--- config.mk ---
export PLATFORM = sky130hd
export DESIGN_NAME = host_pin_logic
export DESIGN_NICKNAME = d
export VERILOG_FILES = /design/src/host_pin_pkg.sv /design/src/host_pin_logic.sv /design/src/serial_channel_regs.sv
export SDC_FILE = /design/constraint.sdc
export NUM_CORES = 1
export LEC_CHECK = 0
export BUFFER_PORTS_ARGS = -buffer_cell sky130_fd_sc_hd__buf_2
export CAP_MARGIN = 20
export CORE_ASPECT_RATIO = 1.75
export CORE_MARGIN = 4
export CORE_UTILIZATION = 48
export CTS_CLUSTER_SIZE = 30
export DETAILED_ROUTE_END_ITERATION = 10
export PLACE_DENSITY = 0.69
export SLEW_MARGIN = 20
export SYNTH_ARGS = -nofsm -noshare
export SYNTH_HDL_FRONTEND = slang
export SYNTH_HIERARCHICAL = 1
export SYNTH_SLANG_ARGS = --single-unit
--- constraint.sdc ---
create_clock -name clock_in -period 3.1 [get_ports clock_in]
set_input_delay 0.465 -clock clock_in [delete_from_list [all_inputs] [get_ports clock_in]]
set_output_delay 0.465 -clock clock_in [all_outputs]
set_load 0.02 [all_outputs]
--- src/host_pin_pkg.sv ---
// Constants shared by the host pin logic and its serial channel registers.
// Assumes an 8-bit host bus with three register-select lines.
package host_pin_pkg;
  localparam int DATA_W = 8;
  localparam int ADDR_W = 3;
  // Serial channel register offsets
  localparam logic [2:0] SER_DATA_OFS = 3'h0;
  localparam logic [2:0] SER_IER_OFS = 3'h1;
  localparam logic [2:0] SER_IIR_OFS = 3'h2;
  localparam logic [2:0] SER_LCR_OFS = 3'h3;
  localparam logic [2:0] SER_MCR_OFS = 3'h4;
  localparam logic [2:0] SER_LSR_OFS = 3'h5;
  localparam logic [2:0] SER_MSR_OFS = 3'h6;
  localparam logic [2:0] SER_SCR_OFS = 3'h7;
  // Parallel port register offsets
  localparam logic [2:0] PAR_DATA_OFS = 3'h0;
  localparam logic [2:0] PAR_STAT_OFS = 3'h1;
  localparam logic [2:0] PAR_CTRL_OFS = 3'h2;
  // Field positions
  localparam int MCR_DTR_BIT = 0;
  localparam int MCR_IRQ_EN_BIT = 3;
  localparam int MSR_DDSR_BIT = 1;
  localparam int MSR_DSR_BIT = 5;
  localparam int IER_RDA_BIT = 0;
  localparam int IER_THR_BIT = 1;
  localparam int IER_ERR_BIT = 2;
  localparam int IER_MS_BIT = 3;
  localparam int CTRL_INIT_BIT = 2;
  localparam int CTRL_IRQ_EN_BIT = 4;
  localparam int STAT_PRINT_BIT = 2;
  // Interrupt identification codes
  localparam logic [7:0] IIR_NONE = 8'h01;
  localparam logic [7:0] IIR_ERR = 8'h06;
  localparam logic [7:0] IIR_RDA = 8'h04;
  localparam logic [7:0] IIR_THR = 8'h02;
  localparam logic [7:0] IIR_MS = 8'h00;
  // Reset values
  localparam logic [7:0] MCR_RESET = 8'h00;
  localparam logic [7:0] CTRL_RESET = 8'h04;
  localparam logic [7:0] REG_RESET = 8'h00;
endpackage

--- src/host_pin_logic.sv ---
// Host bus decode, modem pins and interrupt pins of a dual serial
// controller with printer port. Assumes synchronous host strobes.
`timescale 1ns/1ps
// Overview of operation
// - Modem status bit 5 shows the channel's data-set-ready input level.
// - Modem status bit 1 flags a data-set-ready change since the last read.
// - Terminal-ready pin is low while modem control bit 0 is set.
// - Any reset returns each terminal-ready pin high.
// - Source select low: parallel interrupt follows the acknowledge input.
// - Source select high: parallel interrupt follows the status interrupt flag.
// - Source select high: parallel interrupt latches high on each acknowledge rising edge.
// - Clearing the init control bit pulls the init line low, open drain.
// - Read strobe low drives the selected register onto the data bus.
// - Select 0 and 1 address the serial channels, select 2 the printer.
// - Write strobe low loads the bus into the selected register.
// - Serial interrupt pin driven only while modem control bit 3 is set.
// - Serial interrupt rises when any enabled source is active.
// - Serial interrupt drops after the matching service action.
// - After reset both serial interrupt pins float.
// - Printer control bit 4 enables the parallel interrupt pin.
// - After reset the parallel interrupt pin floats.
// - Reset clears modem control: serial interrupt pins float, terminal-ready pins go high.
module host_pin_logic
  import host_pin_pkg::*;
(
  input wire logic clock_in,
  input wire logic reset_in,
  input wire logic [2:0] register_select_lines_in,
  input wire logic select_serial_a_n_in,
  input wire logic select_serial_b_n_in,
  input wire logic select_lineport_n_in,
  input wire logic host_read_strobe_n_in,
  input wire logic host_write_strobe_n_in,
  input wire logic [7:0] host_data_bus_in,
  output logic [7:0] host_data_bus_out,
  output logic host_data_bus_oe_out,
  input wire logic [1:0] set_ready_in,
  output logic [1:0] terminal_ready_out,
  input wire logic [1:0] rx_avail_in,
  input wire logic [1:0] line_error_in,
  input wire logic [1:0] tx_empty_in,
  input wire logic [15:0] rx_data_in,
  output logic [1:0] rx_read_out,
  output logic [1:0] line_status_read_out,
  output logic [1:0] tx_write_out,
  output logic [1:0] serial_irq_out,
  output logic [1:0] serial_irq_oe_out,
  input wire logic printer_ack_in,
  input wire logic printer_busy_in,
  input wire logic paper_empty_in,
  input wire logic printer_select_in,
  input wire logic printer_error_n_in,
  input wire logic parallel_irq_source_sel_in,
  output logic parallel_irq_out,
  output logic parallel_irq_oe_out,
  input wire logic printer_init_in,
  output logic printer_init_out,
  output logic printer_init_oe_out
);
  logic [2:0] sel;
  logic rd_act, wr_act, rd_start, wr_start;
  logic rd_q, rd_d, wr_q, wr_d;
  logic [7:0] bus_q, bus_d;
  logic [7:0] ch_rdata [2];
  logic [7:0] par_rdata;
  logic [7:0] pdata_q, pdata_d, ctrl_q, ctrl_d;
  logic flag_q, flag_d, ack_q, ack_d, pirq_q, pirq_d;
  logic [7:0] status;

  // Host can only select one target at a time
  assign sel = {~select_lineport_n_in, ~select_serial_b_n_in, ~select_serial_a_n_in};
  assign rd_act = ~host_read_strobe_n_in && (|sel);
  assign wr_act = ~host_write_strobe_n_in && (|sel);
  // Side effects fire once per strobe, not per cycle held
  assign rd_start = rd_act && !rd_q;
  assign wr_start = wr_act && !wr_q;

  genvar ch;
  generate
    for (ch = 0; ch < 2; ch++) begin : g_chan
      serial_channel_regs u_chan (
        .clock_in(clock_in),
        .reset_in(reset_in),
        .addr_in(register_select_lines_in),
        .read_pulse_in(rd_start && sel[ch]),
        .write_pulse_in(wr_start && sel[ch]),
        .wdata_in(host_data_bus_in),
        .set_ready_in(set_ready_in[ch]),
        .rx_avail_in(rx_avail_in[ch]),
        .line_error_in(line_error_in[ch]),
        .tx_empty_in(tx_empty_in[ch]),
        .rx_data_in(rx_data_in[ch*8 +: 8]),
        .rdata_out(ch_rdata[ch]),
        .terminal_ready_out(terminal_ready_out[ch]),
        .irq_out(serial_irq_out[ch]),
        .irq_oe_out(serial_irq_oe_out[ch]),
        .rx_read_out(rx_read_out[ch]),
        .line_status_read_out(line_status_read_out[ch]),
        .tx_write_out(tx_write_out[ch])
      );
    end
  endgenerate

  // Error level passes straight through; the printer keeps it valid
  assign status = {~printer_busy_in, ack_q, paper_empty_in, printer_select_in,
                   printer_error_n_in, flag_q, 2'h0};

  always_comb begin
    case (register_select_lines_in)
      PAR_DATA_OFS: par_rdata = pdata_q;
      PAR_STAT_OFS: par_rdata = status;
      PAR_CTRL_OFS: par_rdata = {ctrl_q[7:3], printer_init_in, ctrl_q[1:0]};
      default: par_rdata = 8'hff;
    endcase
  end

  // Bus capture and strobe history
  always_comb begin
    rd_d = rd_act;
    wr_d = wr_act;
    bus_d = bus_q;
    // Freeze at the first low cycle so read side effects do not show
    if (rd_start) begin
      if (sel[0]) begin
        bus_d = ch_rdata[0];
      end else if (sel[1]) begin
        bus_d = ch_rdata[1];
      end else begin
        bus_d = par_rdata;
      end
    end
  end

  always_ff @(posedge clock_in) begin
    if (reset_in) begin
      rd_q <= 1'b0;
      wr_q <= 1'b0;
      bus_q <= REG_RESET;
    end else begin
      rd_q <= rd_d;
      wr_q <= wr_d;
      bus_q <= bus_d;
    end
  end

  assign host_data_bus_out = bus_q;
  assign host_data_bus_oe_out = rd_act;

  // Parallel port registers and interrupt
  always_comb begin
    pdata_d = pdata_q;
    ctrl_d = ctrl_q;
    flag_d = flag_q;
    ack_d = printer_ack_in;
    if (wr_start && sel[2]) begin
      case (register_select_lines_in)
        PAR_DATA_OFS: pdata_d = host_data_bus_in;
        PAR_CTRL_OFS: ctrl_d = host_data_bus_in;
        default: ;
      endcase
    end
    if (rd_start && sel[2] && register_select_lines_in == PAR_STAT_OFS) begin
      flag_d = 1'b0;
    end
    // Edge beats a same-cycle status read
    if (printer_ack_in && !ack_q) begin
      flag_d = 1'b1;
    end
    if (parallel_irq_source_sel_in) begin
      pirq_d = flag_q;
    end else begin
      pirq_d = ack_q;
    end
  end

  always_ff @(posedge clock_in) begin
    if (reset_in) begin
      pdata_q <= REG_RESET;
      ctrl_q <= CTRL_RESET;
      flag_q <= 1'b0;
      ack_q <= 1'b0;
      pirq_q <= 1'b0;
    end else begin
      pdata_q <= pdata_d;
      ctrl_q <= ctrl_d;
      flag_q <= flag_d;
      ack_q <= ack_d;
      pirq_q <= pirq_d;
    end
  end

  assign parallel_irq_out = pirq_q;
  assign parallel_irq_oe_out = ctrl_q[CTRL_IRQ_EN_BIT];
  // Open drain: only ever pulls low
  assign printer_init_out = 1'b0;
  assign printer_init_oe_out = ~ctrl_q[CTRL_INIT_BIT];

  property p_dsr_level;
    @(posedge clock_in) disable iff (reset_in)
      (rd_start && sel[0] && register_select_lines_in == SER_MSR_OFS && $stable(set_ready_in[0]))
      |=> host_data_bus_out[MSR_DSR_BIT] == $past(set_ready_in[0]);
  endproperty
  a_dsr_level: assert property (p_dsr_level) else $error("dsr level not shown");
  property p_dsr_delta;
    @(posedge clock_in) disable iff (reset_in)
      ($changed(set_ready_in[0]) ##1 (rd_start && sel[0] && register_select_lines_in == SER_MSR_OFS))
      |=> host_data_bus_out[MSR_DDSR_BIT];
  endproperty
  a_dsr_delta: assert property (p_dsr_delta) else $error("dsr change not flagged");
  property p_dtr_write;
    @(posedge clock_in) disable iff (reset_in)
      (wr_start && sel[0] && register_select_lines_in == SER_MCR_OFS)
      |=> terminal_ready_out[0] == !$past(host_data_bus_in[MCR_DTR_BIT]);
  endproperty
  a_dtr_write: assert property (p_dtr_write) else $error("dtr wrong after write");
  property p_reset_outs;
    @(posedge clock_in) reset_in |=>
      (terminal_ready_out == 2'h3 && serial_irq_oe_out == 2'h0 && !parallel_irq_oe_out);
  endproperty
  a_reset_outs: assert property (p_reset_outs) else $error("outputs wrong after reset");
  property p_src_ack;
    @(posedge clock_in) disable iff (reset_in)
      ($past(parallel_irq_source_sel_in) == 1'b0 && !$past(reset_in, 2))
      |-> parallel_irq_out == $past(printer_ack_in, 2);
  endproperty
  a_src_ack: assert property (p_src_ack) else $error("irq not from ack");
  property p_src_flag;
    @(posedge clock_in) disable iff (reset_in)
      $past(parallel_irq_source_sel_in) |-> parallel_irq_out == $past(flag_q);
  endproperty
  a_src_flag: assert property (p_src_flag) else $error("irq not from flag");
  property p_ack_rise;
    @(posedge clock_in) disable iff (reset_in) $rose(printer_ack_in) |-> ##2 parallel_irq_out;
  endproperty
  a_ack_rise: assert property (p_ack_rise) else $error("ack edge not latched");
  property p_init_drive;
    @(posedge clock_in) disable iff (reset_in)
      (wr_start && sel[2] && register_select_lines_in == PAR_CTRL_OFS && !host_data_bus_in[CTRL_INIT_BIT])
      |=> printer_init_oe_out && !printer_init_out;
  endproperty
  a_init_drive: assert property (p_init_drive) else $error("init not pulled low");
  property p_read_hold;
    @(posedge clock_in) disable iff (reset_in)
      (rd_act ##1 rd_act) |-> host_data_bus_oe_out ##1 (!rd_act || $stable(host_data_bus_out));
  endproperty
  a_read_hold: assert property (p_read_hold) else $error("read data unstable");
  property p_irq_en;
    @(posedge clock_in) disable iff (reset_in)
      (wr_start && sel[1] && register_select_lines_in == SER_MCR_OFS)
      |=> serial_irq_oe_out[1] == $past(host_data_bus_in[MCR_IRQ_EN_BIT]);
  endproperty
  a_irq_en: assert property (p_irq_en) else $error("serial irq enable wrong");
  property p_par_en;
    @(posedge clock_in) disable iff (reset_in)
      (wr_start && sel[2] && register_select_lines_in == PAR_CTRL_OFS)
      |=> parallel_irq_oe_out == $past(host_data_bus_in[CTRL_IRQ_EN_BIT]);
  endproperty
  a_par_en: assert property (p_par_en) else $error("parallel irq enable wrong");
  property p_bus_float;
    @(posedge clock_in) disable iff (reset_in) !rd_act |-> !host_data_bus_oe_out;
  endproperty
  a_bus_float: assert property (p_bus_float) else $error("bus driven without read");
  property p_dtr_write_b;
    @(posedge clock_in) disable iff (reset_in)
      (wr_start && sel[1] && register_select_lines_in == SER_MCR_OFS)
      |=> terminal_ready_out[1] == !$past(host_data_bus_in[MCR_DTR_BIT]);
  endproperty
  a_dtr_write_b: assert property (p_dtr_write_b) else $error("dtr b wrong after write");
  property p_irq_en_a;
    @(posedge clock_in) disable iff (reset_in)
      (wr_start && sel[0] && register_select_lines_in == SER_MCR_OFS)
      |=> serial_irq_oe_out[0] == $past(host_data_bus_in[MCR_IRQ_EN_BIT]);
  endproperty
  a_irq_en_a: assert property (p_irq_en_a) else $error("serial irq a enable wrong");
  // Held strobes must not repeat side effects
  property p_wr_once;
    @(posedge clock_in) disable iff (reset_in) (wr_act ##1 wr_act) |-> !wr_start;
  endproperty
  a_wr_once: assert property (p_wr_once) else $error("write repeated");
  property p_rd_once;
    @(posedge clock_in) disable iff (reset_in) (rd_act ##1 rd_act) |-> !rd_start;
  endproperty
  a_rd_once: assert property (p_rd_once) else $error("read repeated");
  property p_flag_clear;
    @(posedge clock_in) disable iff (reset_in)
      (rd_start && sel[2] && register_select_lines_in == PAR_STAT_OFS && !(printer_ack_in && !ack_q))
      |=> !flag_q;
  endproperty
  a_flag_clear: assert property (p_flag_clear) else $error("flag not cleared by read");
  property p_cov_dtr_low;
    @(posedge clock_in) terminal_ready_out != 2'h3;
  endproperty
  c_dtr_low: cover property (p_cov_dtr_low);
  property p_cov_flag_mode;
    @(posedge clock_in) parallel_irq_source_sel_in && parallel_irq_out;
  endproperty
  c_flag_mode: cover property (p_cov_flag_mode);
  property p_cov_msr_read;
    @(posedge clock_in) rd_start && sel[0] && register_select_lines_in == SER_MSR_OFS;
  endproperty
  c_msr_read: cover property (p_cov_msr_read);
  property p_cov_par_irq;
    @(posedge clock_in) parallel_irq_oe_out && parallel_irq_out;
  endproperty
  c_par_irq: cover property (p_cov_par_irq);
  property p_cov_ser_irq;
    @(posedge clock_in) serial_irq_oe_out[1] && serial_irq_out[1];
  endproperty
  c_ser_irq: cover property (p_cov_ser_irq);
endmodule

--- src/serial_channel_regs.sv ---
// One serial channel: control, status and interrupt registers.
// Assumes one-cycle read and write pulses from the host decoder.
`timescale 1ns/1ps
module serial_channel_regs
  import host_pin_pkg::*;
(
  input wire logic clock_in,
  input wire logic reset_in,
  input wire logic [2:0] addr_in,
  input wire logic read_pulse_in,
  input wire logic write_pulse_in,
  input wire logic [7:0] wdata_in,
  input wire logic set_ready_in,
  input wire logic rx_avail_in,
  input wire logic line_error_in,
  input wire logic tx_empty_in,
  input wire logic [7:0] rx_data_in,
  output logic [7:0] rdata_out,
  output logic terminal_ready_out,
  output logic irq_out,
  output logic irq_oe_out,
  output logic rx_read_out,
  output logic line_status_read_out,
  output logic tx_write_out
);
  logic [7:0] mcr_q, mcr_d, ier_q, ier_d, lcr_q, lcr_d, scr_q, scr_d;
  logic dsr_q, dsr_d, delta_q, delta_d, thre_q, thre_d;
  logic txe_q, txe_d, irq_q, irq_d;
  logic src_err, src_rda, src_thr, src_ms;
  logic [7:0] iir, modem_status_reg, lsr;

  always_comb begin
    src_err = ier_q[IER_ERR_BIT] & line_error_in;
    src_rda = ier_q[IER_RDA_BIT] & rx_avail_in;
    src_thr = ier_q[IER_THR_BIT] & thre_q;
    src_ms = ier_q[IER_MS_BIT] & delta_q;
    if (src_err) begin
      iir = IIR_ERR;
    end else if (src_rda) begin
      iir = IIR_RDA;
    end else if (src_thr) begin
      iir = IIR_THR;
    end else if (src_ms) begin
      iir = IIR_MS;
    end else begin
      iir = IIR_NONE;
    end
    modem_status_reg = 8'h00;
    modem_status_reg[MSR_DSR_BIT] = dsr_q;
    modem_status_reg[MSR_DDSR_BIT] = delta_q;
    lsr = {1'b0, tx_empty_in, tx_empty_in, 1'b0, line_error_in, 2'h0, rx_avail_in};
    case (addr_in)
      SER_DATA_OFS: rdata_out = rx_data_in;
      SER_IER_OFS: rdata_out = ier_q;
      SER_IIR_OFS: rdata_out = iir;
      SER_LCR_OFS: rdata_out = lcr_q;
      SER_MCR_OFS: rdata_out = mcr_q;
      SER_LSR_OFS: rdata_out = lsr;
      SER_MSR_OFS: rdata_out = modem_status_reg;
      default: rdata_out = scr_q;
    endcase
  end

  always_comb begin
    mcr_d = mcr_q;
    ier_d = ier_q;
    lcr_d = lcr_q;
    scr_d = scr_q;
    txe_d = tx_empty_in;
    dsr_d = set_ready_in;
    thre_d = thre_q;
    delta_d = delta_q;
    if (write_pulse_in) begin
      case (addr_in)
        SER_IER_OFS: ier_d = wdata_in;
        SER_LCR_OFS: lcr_d = wdata_in;
        SER_MCR_OFS: mcr_d = wdata_in;
        SER_SCR_OFS: scr_d = wdata_in;
        default: ;
      endcase
    end
    // Clear first so that a same-cycle event wins
    if (read_pulse_in && addr_in == SER_MSR_OFS) begin
      delta_d = 1'b0;
    end
    if (set_ready_in != dsr_q) begin
      delta_d = 1'b1;
    end
    if ((write_pulse_in && addr_in == SER_DATA_OFS) ||
        (read_pulse_in && addr_in == SER_IIR_OFS && iir == IIR_THR)) begin
      thre_d = 1'b0;
    end
    if ((tx_empty_in && !txe_q) || (write_pulse_in && addr_in == SER_IER_OFS)) begin
      thre_d = tx_empty_in;
    end
    irq_d = src_err | src_rda | src_thr | src_ms;
  end

  always_ff @(posedge clock_in) begin
    if (reset_in) begin
      mcr_q <= MCR_RESET;
      ier_q <= REG_RESET;
      lcr_q <= REG_RESET;
      scr_q <= REG_RESET;
      dsr_q <= 1'b0;
      delta_q <= 1'b0;
      thre_q <= 1'b0;
      txe_q <= 1'b0;
      irq_q <= 1'b0;
    end else begin
      mcr_q <= mcr_d;
      ier_q <= ier_d;
      lcr_q <= lcr_d;
      scr_q <= scr_d;
      dsr_q <= dsr_d;
      delta_q <= delta_d;
      thre_q <= thre_d;
      txe_q <= txe_d;
      irq_q <= irq_d;
    end
  end

  assign terminal_ready_out = ~mcr_q[MCR_DTR_BIT];
  assign irq_oe_out = mcr_q[MCR_IRQ_EN_BIT];
  assign irq_out = irq_q;
  assign rx_read_out = read_pulse_in && addr_in == SER_DATA_OFS;
  assign line_status_read_out = read_pulse_in && addr_in == SER_LSR_OFS;
  assign tx_write_out = write_pulse_in && addr_in == SER_DATA_OFS;

  property p_delta_set;
    @(posedge clock_in) disable iff (reset_in) (set_ready_in != dsr_q) |=> delta_q;
  endproperty
  a_delta_set: assert property (p_delta_set) else $error("delta not set on change");
  property p_delta_clear;
    @(posedge clock_in) disable iff (reset_in)
      (read_pulse_in && addr_in == SER_MSR_OFS && set_ready_in == dsr_q) |=> !delta_q;
  endproperty
  a_delta_clear: assert property (p_delta_clear) else $error("delta not cleared by read");
  property p_ms_irq;
    @(posedge clock_in) disable iff (reset_in) (ier_q[IER_MS_BIT] && delta_q) |=> irq_out;
  endproperty
  a_ms_irq: assert property (p_ms_irq) else $error("modem irq missing");
  property p_thr_service;
    @(posedge clock_in) disable iff (reset_in)
      (write_pulse_in && addr_in == SER_DATA_OFS && !src_err && !src_rda && !src_ms
       && !tx_empty_in && ier_q[IER_MS_BIT] == 1'b0 && ier_q[IER_ERR_BIT] == 1'b0
       && ier_q[IER_RDA_BIT] == 1'b0) |-> ##2 !irq_out;
  endproperty
  a_thr_service: assert property (p_thr_service) else $error("irq held after service");
endmodule

==> results.sh, run 1 <==
export IMPL_yosysTopAreaCell="dfxtp_1"
export IMPL_finalSetupViolCount=0
export IMPL_gp_congestion=0.936
export IMPL_htree_levels=3
export IMPL_cp_start_kind="input port"
export IMPL_wire_per_inst_um=18.7
export IMPL_rsz0062_at_grt="false"
export IMPL_drt_iter0_drc=318
export IMPL_pwr_share_comb=0.120
export IMPL_max_freq_ghz=0.416
export IMPL_die_w_um=86.2
export IMPL_io_pins=74
export IMPL_violations="DRC"
export IMPL_row_count=49
export IMPL_yosysSeqAreaShare=0.402
export IMPL_synth_area_leaders="dfxtp_1 (40%), nand2_1 (11%), a21oi_1 (8.0%), mux2i_1 (4.9%), nor2_1 (3.3%)"
export IMPL_grt_overflow=0
export IMPL_p_sw_frac=0.271
export IMPL_cp_end_kind="output pin"
export IMPL_r2r_setup_slack_ns=1.15
export IMPL_post_cts_setup_buffers=0
export IMPL_dieArea_um2=12500
export IMPL_syn_inst=640
export IMPL_nets=738
export IMPL_slew_headroom=0.491
export IMPL_tightest_slew_ns=0.761
export IMPL_numClockSinks=103
export IMPL_synth_warnings=6
export IMPL_holdPathStages=2
export IMPL_synth_top_cell_area_share=0.402
export IMPL_cts_buffer_depth=2
export IMPL_p_per_area_nw_per_um2=484
export IMPL_whs_endpoint="rd_q"
export IMPL_die_y_um=145
export IMPL_synthToLayoutAreaGrowth_pct=12.0
export IMPL_grt_usage=0.249
export IMPL_worstHoldStart="host_read_strobe_n_in"
export IMPL_power_mw=2.78
export IMPL_ys_types=51
export IMPL_cts_root_buffer="clkbuf_16"
export IMPL_reg2reg_from="wr_q"
export IMPL_core_area_um2=10400
export IMPL_start_util=0.495
export IMPL_cts_made_buffers=9
export IMPL_drive_above_1_share=0.187
export IMPL_totalWireLength_um=15300
export IMPL_ys_flop_type="dfxtp_1"
export IMPL_grt_max_degree=48
export IMPL_avgSynthCellArea_um2=8.02
export IMPL_vias=4822
export IMPL_num_antenna_cells=0
export IMPL_p_leak_nw=2.18
export IMPL_grt_antenna_before_repair=0
export IMPL_cts_hold_buf=0
export IMPL_finalHoldViolCount=0
export IMPL_whs_ns=0.301
export IMPL_synth_edf_count=0
export IMPL_intPower_mw=2.03
export IMPL_dr_pass1_iters=11
export IMPL_worstSetupPathType="input port to output pin"
export IMPL_worstRegToRegCells=5
export IMPL_clock_skew_ns=0.00777
export IMPL_grt_pass1_vias=4703
export IMPL_tns_ns=0
export IMPL_stdcell_area_um2=5750
export IMPL_placed_cell_area_um2=5470
export IMPL_hpwl_um=11100
export IMPL_grt_pass1_wl_um=24100
export IMPL_syn_area_um2=5130
export IMPL_power_share_clock=0.387
export IMPL_period_needed_ns=2.40
export IMPL_clock_latency_ns=0.35
export IMPL_clk_pin_slew_ns=0.07
export IMPL_port_buffer_count=72
export IMPL_crit_arrival_ns=1.94
export IMPL_reg2reg_to="g_chan[1].u_chan/thre_q"
export IMPL_drv_cap=0
export IMPL_post_route_period_util=0.775
export IMPL_drc=1
export IMPL_critPathMaxFanout=34
export IMPL_cts_resized_gates=0
export IMPL_postRouteAntennaNets=0
export IMPL_syn_nets=689
export IMPL_via_per_inst=5.87
export IMPL_final_max_slew_violation_count=0
export IMPL_status="finished, violations left"
export IMPL_cts_tree="built"
export IMPL_power_frac_seq=0.493
export IMPL_crit_required_ns=2.63
export IMPL_hp_class="input port to flip-flop"
export IMPL_ys_ff_latch=103
export IMPL_irDropWorstVdd_mv=0.389
export IMPL_async_reset_ff_frac=0
export IMPL_power_switching_mw=0.754
==> registers in the layout, indices dropped and copies added, names as in the netlist <==
register and cells:
parallel_irq_out 1, flag_q 1, g_chan.u_chan/scr_q 16, ack_q 1
g_chan.u_chan/ier_q 16, g_chan.u_chan/dsr_q 2, rd_q 1, g_chan.u_chan/lcr_q 16
g_chan.u_chan/txe_q 2, g_chan.u_chan/delta_q 2, host_data_bus_out 8, pdata_q 8
ctrl_q 8, g_chan.u_chan/irq_out 2, g_chan.u_chan/mcr_q 16, g_chan.u_chan/thre_q 2
wr_q 1
==> cells by family (layout without fill, tap and decap cells) <==
logic type             Yosys count  in the layout  synth area share
AND/OR/NAND/NOR                285            285             0.265
multiplexers                    39             39            0.0809
AO/OA/AOI/OAI                  157            157             0.190
buffers and inverters           53            107            0.0583
XOR/XNOR                         2              2           0.00341
other                            1              1          0.000731
flip-flops                     103            103             0.402
==> synth_stat cells (3+ instances only) <==
cell      count
o21ai_0      18
a22oi_1      10
and3_1       11
dfxtp_1     103
o211ai_1      4
a21oi_2       4
a211oi_1      5
a21oi_1      82
nor2_1       45
buf_4        12
inv_1         6
mux2i_1      25
a221oi_1     12
o22ai_1       4
nand2b_1      3
mux2_2       12
buf_6         5
nand3b_1      8
and2_1       10
nor2b_1      12
nand2_1     151
nand3_1      12
o32ai_1       7
buf_2        10
clkbuf_1     17
nor3_1        9
==> per-layer routing <==
layer,up-vias,global-route usage,routed length (um),share of wire
met2,236,0.443,7750,0.51
met1,2202,0.279,5750,0.37
met3,56,0.0357,1010,0.066
met4,0,0.148,824,0.054
met5,-,0,0,0
li1,2328,-,-,-
==> critical path, stage by stage <==
cell and delay [ns]:
buf_2 0.33, nor2_1 0.69, and2_1 0.27, buf_2 0.18
==> stage by stage <==
stage	util	instances	setup slack [ns]
detailed placement	0.528	805	0.642
global placement	0.528	805	0.689
CTS	0.555	821	0.742
global route	0.555	821	0.673
floorplan	-	640	0.985
finish	0.555	821	0.696
==> layout make-up <==
type | count | area [um^2]
clock buffer | 10 | 229
fill | 979 | 4610
inverter | 8 | 30.0
tap | 127 | 159
timing repair buffer | 83 | 445
clock inverter | 6 | 53.8
sequential | 103 | 2060
multi-input combinational | 484 | 2770
==> power groups by stage <==
stage / logic (mW) / clock network [mW] / registers [mW]
after global placement: 0.324 / 0 / 1.40
after CTS: 0.329 / 1.10 / 1.37
after detailed placement: 0.328 / 0 / 1.40
after floorplan: 0.198 / 0 / 1.40
final: 0.333 / 1.08 / 1.37
after global routing: 0.360 / 1.16 / 1.37
==> how the worst max path moves through the flow <==
stage / end / slack, ns / start / cells past startpoint
floorplan: tx_write_out[1] / 0.99 / select_serial_b_n_in / 5
global placement: host_data_bus_out[7] / 0.69 / register_select_lines_in[1] / 8
detailed placement: host_data_bus_out[6] / 0.64 / register_select_lines_in[1] / 7
CTS: tx_write_out[1] / 0.74 / register_select_lines_in[1] / 4
global route: tx_write_out[1] / 0.67 / register_select_lines_in[1] / 4
finish: tx_write_out[1] / 0.70 / register_select_lines_in[1] / 4
==> cell usage in the layout (no fill, tap or decap), drive strengths merged, types with 11 or more instances in the layout <==
master  Yosys  routed
nor2b      16      16
and3       11      11
nand2     151     151
a221oi     12      12
nor2       45      45
mux2       14      14
a21oi      86      86
o21ai      18      18
buf        27      83
dfxtp     103     103
mux2i      25      25
nand3      12      12
(Power assumes the default switching activity.)
==> inputs of run 2 (changes only) <==
clock period = 2.25 ns   (was 3.1 ns; I/O delays follow)
==> results.sh, run 2 (same netlist as run 1, synthesis figures left out) <==
export IMPL_critical_path_top_delay_family="simple AND/OR/NAND/NOR gates"
export IMPL_crit_required_ns=1.91
export IMPL_cts_resized_gates=0
export IMPL_io_pins=74
export IMPL_p_leak_nw=2.27
export IMPL_dieArea_um2=12500
export IMPL_critPathMaxFanout=6
export IMPL_synthToLayoutAreaGrowth_pct=14.6
export IMPL_nets=751
export IMPL_crit_path_cell_trace="or2_2 > nor2_1 > and3_1 > buf_2"
export IMPL_postRouteAntennaNets=0
export IMPL_critPathBufInv=1
export IMPL_hpwl_um=11800
export IMPL_die_w_um=86.2
export IMPL_status="finished clean"
export IMPL_max_freq_ghz=0.474
export IMPL_post_cts_setup_buffers=0
export IMPL_clock_latency_ns=0.34
export IMPL_clk_pin_slew_ns=0.07
export IMPL_start_util=0.495
export IMPL_totalWireLength_um=16300
export IMPL_irDropWorstVdd_mv=0.396
export IMPL_final_cell_mix="nand2_1 (151), dfxtp_1 (103), a21oi_1 (82), buf_2 (71), nor2_1 (45)"
export IMPL_rsz0062_at_grt="false"
export IMPL_core_area_um2=10400
export IMPL_cpMaxStageDelayCell="nor2_1"
export IMPL_finalSetupViolCount=0
export IMPL_final_max_slew_violation_count=0
export IMPL_cts_hold_buf=0
export IMPL_grt_pass1_vias=4855
export IMPL_clock_skew_ns=0.0117
export IMPL_grt_overflow=0
export IMPL_cts_made_buffers=9
export IMPL_crit_arrival_ns=1.77
export IMPL_port_buffer_count=72
export IMPL_cp_start_kind="flip-flop"
export IMPL_slew_headroom=0.659
export IMPL_gp_congestion=0.947
export IMPL_cts_tree="built"
export IMPL_dr_pass1_iters=8
export IMPL_vias=4997
export IMPL_cts_buffer_depth=2
export IMPL_dp_cells=818
export IMPL_timing_final_ws_setup_ns=0.140
export IMPL_post_route_period_util=0.938
export IMPL_stdcell_area_um2=5880
export IMPL_slowest_delay_ns=0.36
export IMPL_via_per_inst=5.99
export IMPL_drt_iter0_drc=343
export IMPL_post_place_ws_ns=0.114
export IMPL_row_count=49
export IMPL_drv_cap=0
export IMPL_drive_above_1_share=0.202
export IMPL_tns_ns=0
export IMPL_post_route_util=0.568
export IMPL_tightest_slew_ns=0.508
export IMPL_grt_max_degree=57
export IMPL_grt_pass1_wl_um=25400
export IMPL_drc=0
export IMPL_hp_class="input port to flip-flop"
export IMPL_grt_usage=0.265
export IMPL_cp_end_kind="output pin"
export IMPL_wire_per_inst_um=19.6
export IMPL_cts_root_buffer="clkbuf_16"
export IMPL_num_antenna_cells=0
export IMPL_whs_ns=0.188
export IMPL_period_needed_ns=2.11
export IMPL_power_mw=3.97
export IMPL_layout_commonest_cell="nand2_1"
export IMPL_htree_levels=3
export IMPL_finalHoldViolCount=0
export IMPL_grt_antenna_before_repair=0
export IMPL_finalNonFillerCells=834
export IMPL_numClockSinks=103
export IMPL_placed_cell_area_um2=5580
export IMPL_p_per_area_nw_per_um2=675
export IMPL_worstSetupPathType="flip-flop to output pin"
export IMPL_die_y_um=145
==> run 2: changes by cell type in the layout (fill, tap and decap cells not counted), sizes merged <==
cell	change
buf	+13
bufinv	+1
clkinv	-1
clkinvlp	-1
inv	+1
==> run 2: final cells by class <==
class | instances | area [um^2]
Clock buffer | 10 | 229
Clock inverter | 6 | 73.8
Fill cell | 987 | 4480
Inverter | 8 | 30.0
Multi-Input combinational cell | 484 | 2770
Sequential cell | 103 | 2060
Tap cell | 127 | 159
Timing Repair Buffer | 96 | 556
==> run 2: where the power goes <==
group          total (mW)  internal [mW]  switching, mW
Sequential           1.89           1.86         0.0273
Combinational       0.485          0.176          0.309
Clock                1.60          0.880          0.716
Total                3.97           2.92           1.05
==> run 2: worst paths after layout <==
| path | from | end | slack (ns) | cells past startpoint |
|---|---|---|---|---|
| max reg2reg | wr_q | ctrl_q[0] | 0.46 | 4 |
| min | host_read_strobe_n_in | rd_q | 0.19 | 2 |
| max | rd_q | line_status_read_out[1] | 0.14 | 4 |
| min reg2reg | g_chan[0].u_chan/scr_q[3] | g_chan[0].u_chan/scr_q[3] | 0.46 | 2 |
==> run 2: per-layer routing <==
layer / GRT usage / vias up / wire, um
met5: 0 / - / 0
met4: 0.156 / 0 / 913
met3: 0.0431 / 62 / 967
met2: 0.461 / 228 / 8140
met1: 0.302 / 2358 / 6320
li1: - / 2349 / -
==> inputs of run 3 (changes only) <==
CORE_MARGIN = default   (was 4)
CTS_BUF_LIST = sky130_fd_sc_hd__clkbuf_2 sky130_fd_sc_hd__clkbuf_4 sky130_fd_sc_hd__clkbuf_8   (was default)
==> results.sh, run 3 (same netlist as run 1, synthesis figures left out) <==
export IMPL_status="finished clean"
export IMPL_tns_ns=0
export IMPL_max_freq_ghz=0.483
export IMPL_nFillCells=1001
export IMPL_worstRegToRegCells=4
export IMPL_crit_end="tx_write_out[1]"
export IMPL_post_cts_setup_buffers=0
export IMPL_die_w_um=80.2
export IMPL_crit_path_cell_trace="nor3_1 > buf_4 > nor2b_4 > and2_1 > buf_2"
export IMPL_post_route_period_util=0.919
export IMPL_die_y_um=139
export IMPL_cts_tree="built"
export IMPL_port_buffer_count=72
export IMPL_row_count=49
export IMPL_vias=4878
export IMPL_grt_usage=0.307
export IMPL_clock_skew_ns=0.00919
export IMPL_grt_overflow=0
export IMPL_r2r_setup_slack_ns=0.48
export IMPL_p_leak_nw=2.22
export IMPL_dp_cells=813
export IMPL_finalNonFillerCells=829
export IMPL_drv_cap=0
export IMPL_slowest_delay_ns=0.35
export IMPL_cts_made_buffers=9
export IMPL_irDropWorstVdd_mv=0.348
export IMPL_clock_latency_ns=0.38
export IMPL_nets=746
export IMPL_crit_start="wr_q"
export IMPL_path_depth=5
export IMPL_cts_buffer_depth=2
export IMPL_cp_end_kind="output pin"
export IMPL_cpMaxStageDelayCell="dfxtp_1"
export IMPL_layout_commonest_cell="nand2_1"
export IMPL_rsz0062_at_grt="false"
export IMPL_period_needed_ns=2.07
export IMPL_worstSetupPathType="flip-flop to output pin"
export IMPL_io_pins=74
export IMPL_crit_arrival_ns=1.73
export IMPL_num_antenna_cells=0
export IMPL_htree_levels=3
export IMPL_critPathBufInv=2
export IMPL_grt_pass1_wl_um=25400
export IMPL_final_max_slew_violation_count=0
export IMPL_synthToLayoutAreaGrowth_pct=12.9
export IMPL_finalSetupViolCount=0
export IMPL_grt_antenna_before_repair=0
export IMPL_reg2reg_from="wr_q"
export IMPL_p_per_area_nw_per_um2=620
export IMPL_core_area_um2=10400
export IMPL_drive_above_1_share=0.198
export IMPL_cts_resized_gates=0
export IMPL_critical_path_top_delay_family="simple AND/OR/NAND/NOR gates"
export IMPL_hpwl_um=12000
export IMPL_final_cell_mix="nand2_1 (151), dfxtp_1 (103), a21oi_1 (82), buf_2 (71), nor2_1 (45)"
export IMPL_cts_root_buffer="clkbuf_8"
export IMPL_wire_per_inst_um=20.0
export IMPL_cts_hold_buf=0
export IMPL_slew_headroom=0.644
export IMPL_crit_required_ns=1.91
export IMPL_finalHoldViolCount=0
export IMPL_grt_pass1_vias=4759
export IMPL_start_util=0.495
export IMPL_hp_class="input port to flip-flop"
export IMPL_totalWireLength_um=16600
export IMPL_critPathMaxFanout=5
export IMPL_grt_max_degree=62
export IMPL_dr_pass1_iters=5
export IMPL_reg2reg_to="ctrl_q[2]"
export IMPL_numClockSinks=103
export IMPL_drc=0
export IMPL_postRouteAntennaNets=0
export IMPL_power_mw=3.59
export IMPL_gp_congestion=0.927
export IMPL_tightest_slew_ns=0.532
export IMPL_cp_start_kind="flip-flop"
export IMPL_dieArea_um2=11100
export IMPL_clk_pin_slew_ns=0.10
export IMPL_via_per_inst=5.88
export IMPL_drt_iter0_drc=359
run 3: cell count changes in the layout (fill, tap and decap cells not counted), moves of 2 or more:
| cell | change |
|---|---|
| buf_4 | -9 |
| clkbuf_16 | -9 |
| clkbuf_8 | +9 |
| buf_12 | +4 |
| clkbuf_4 | +2 |
run 3: cell type report:
type                            instances  area (um^2)  area share
Multi-Input combinational cell        484         2770       0.478
Inverter                                8         30.0     0.00518
Tap cell                              127          159      0.0274
Sequential cell                       103         2060       0.356
Clock inverter                          5         63.8      0.0110
Timing Repair Buffer                   91          568      0.0981
Clock buffer                           11          139      0.0240
run 3: how the worst min path moves through the flow:
stage,endpoint,from,cells after the start,slack (ns)
after floorplan,rd_q,host_read_strobe_n_in,1,0.42
after global placement,g_chan[1].u_chan/lcr_q[7],g_chan[1].u_chan/lcr_q[7],2,0.44
after detailed placement,g_chan[1].u_chan/lcr_q[2],g_chan[1].u_chan/lcr_q[2],2,0.45
after CTS,rd_q,host_read_strobe_n_in,2,0.13
after global routing,rd_q,host_read_strobe_n_in,2,0.13
final,rd_q,host_read_strobe_n_in,2,0.14
run 3: layer usage:
metal	up-vias	share of wire	GRT usage
met5	-	0	0
met4	0	0.062	0.198
met3	62	0.049	0.0480
met2	200	0.51	0.522
met1	2274	0.38	0.347
li1	2342	-	-
run 3: power by group:
| part | internal, mW | switching, mW |
|---|---|---|
| Combinational | 0.180 | 0.308 |
| Sequential | 1.86 | 0.0296 |
| Clock | 0.550 | 0.663 |
run 3: per-stage QoR:
step / util / hold slack (ns) / area (um^2) / setup WS (ns)
after floorplan: - / 0.417 / 5130 / 0.268
after global placement: 0.540 / 0.438 / 5590 / 0.180
after detailed placement: 0.540 / 0.449 / 5590 / 0.166
after CTS: 0.559 / 0.126 / 5790 / 0.185
after global routing: 0.559 / 0.129 / 5790 / 0.0966
final: 0.559 / 0.141 / 5790 / 0.182
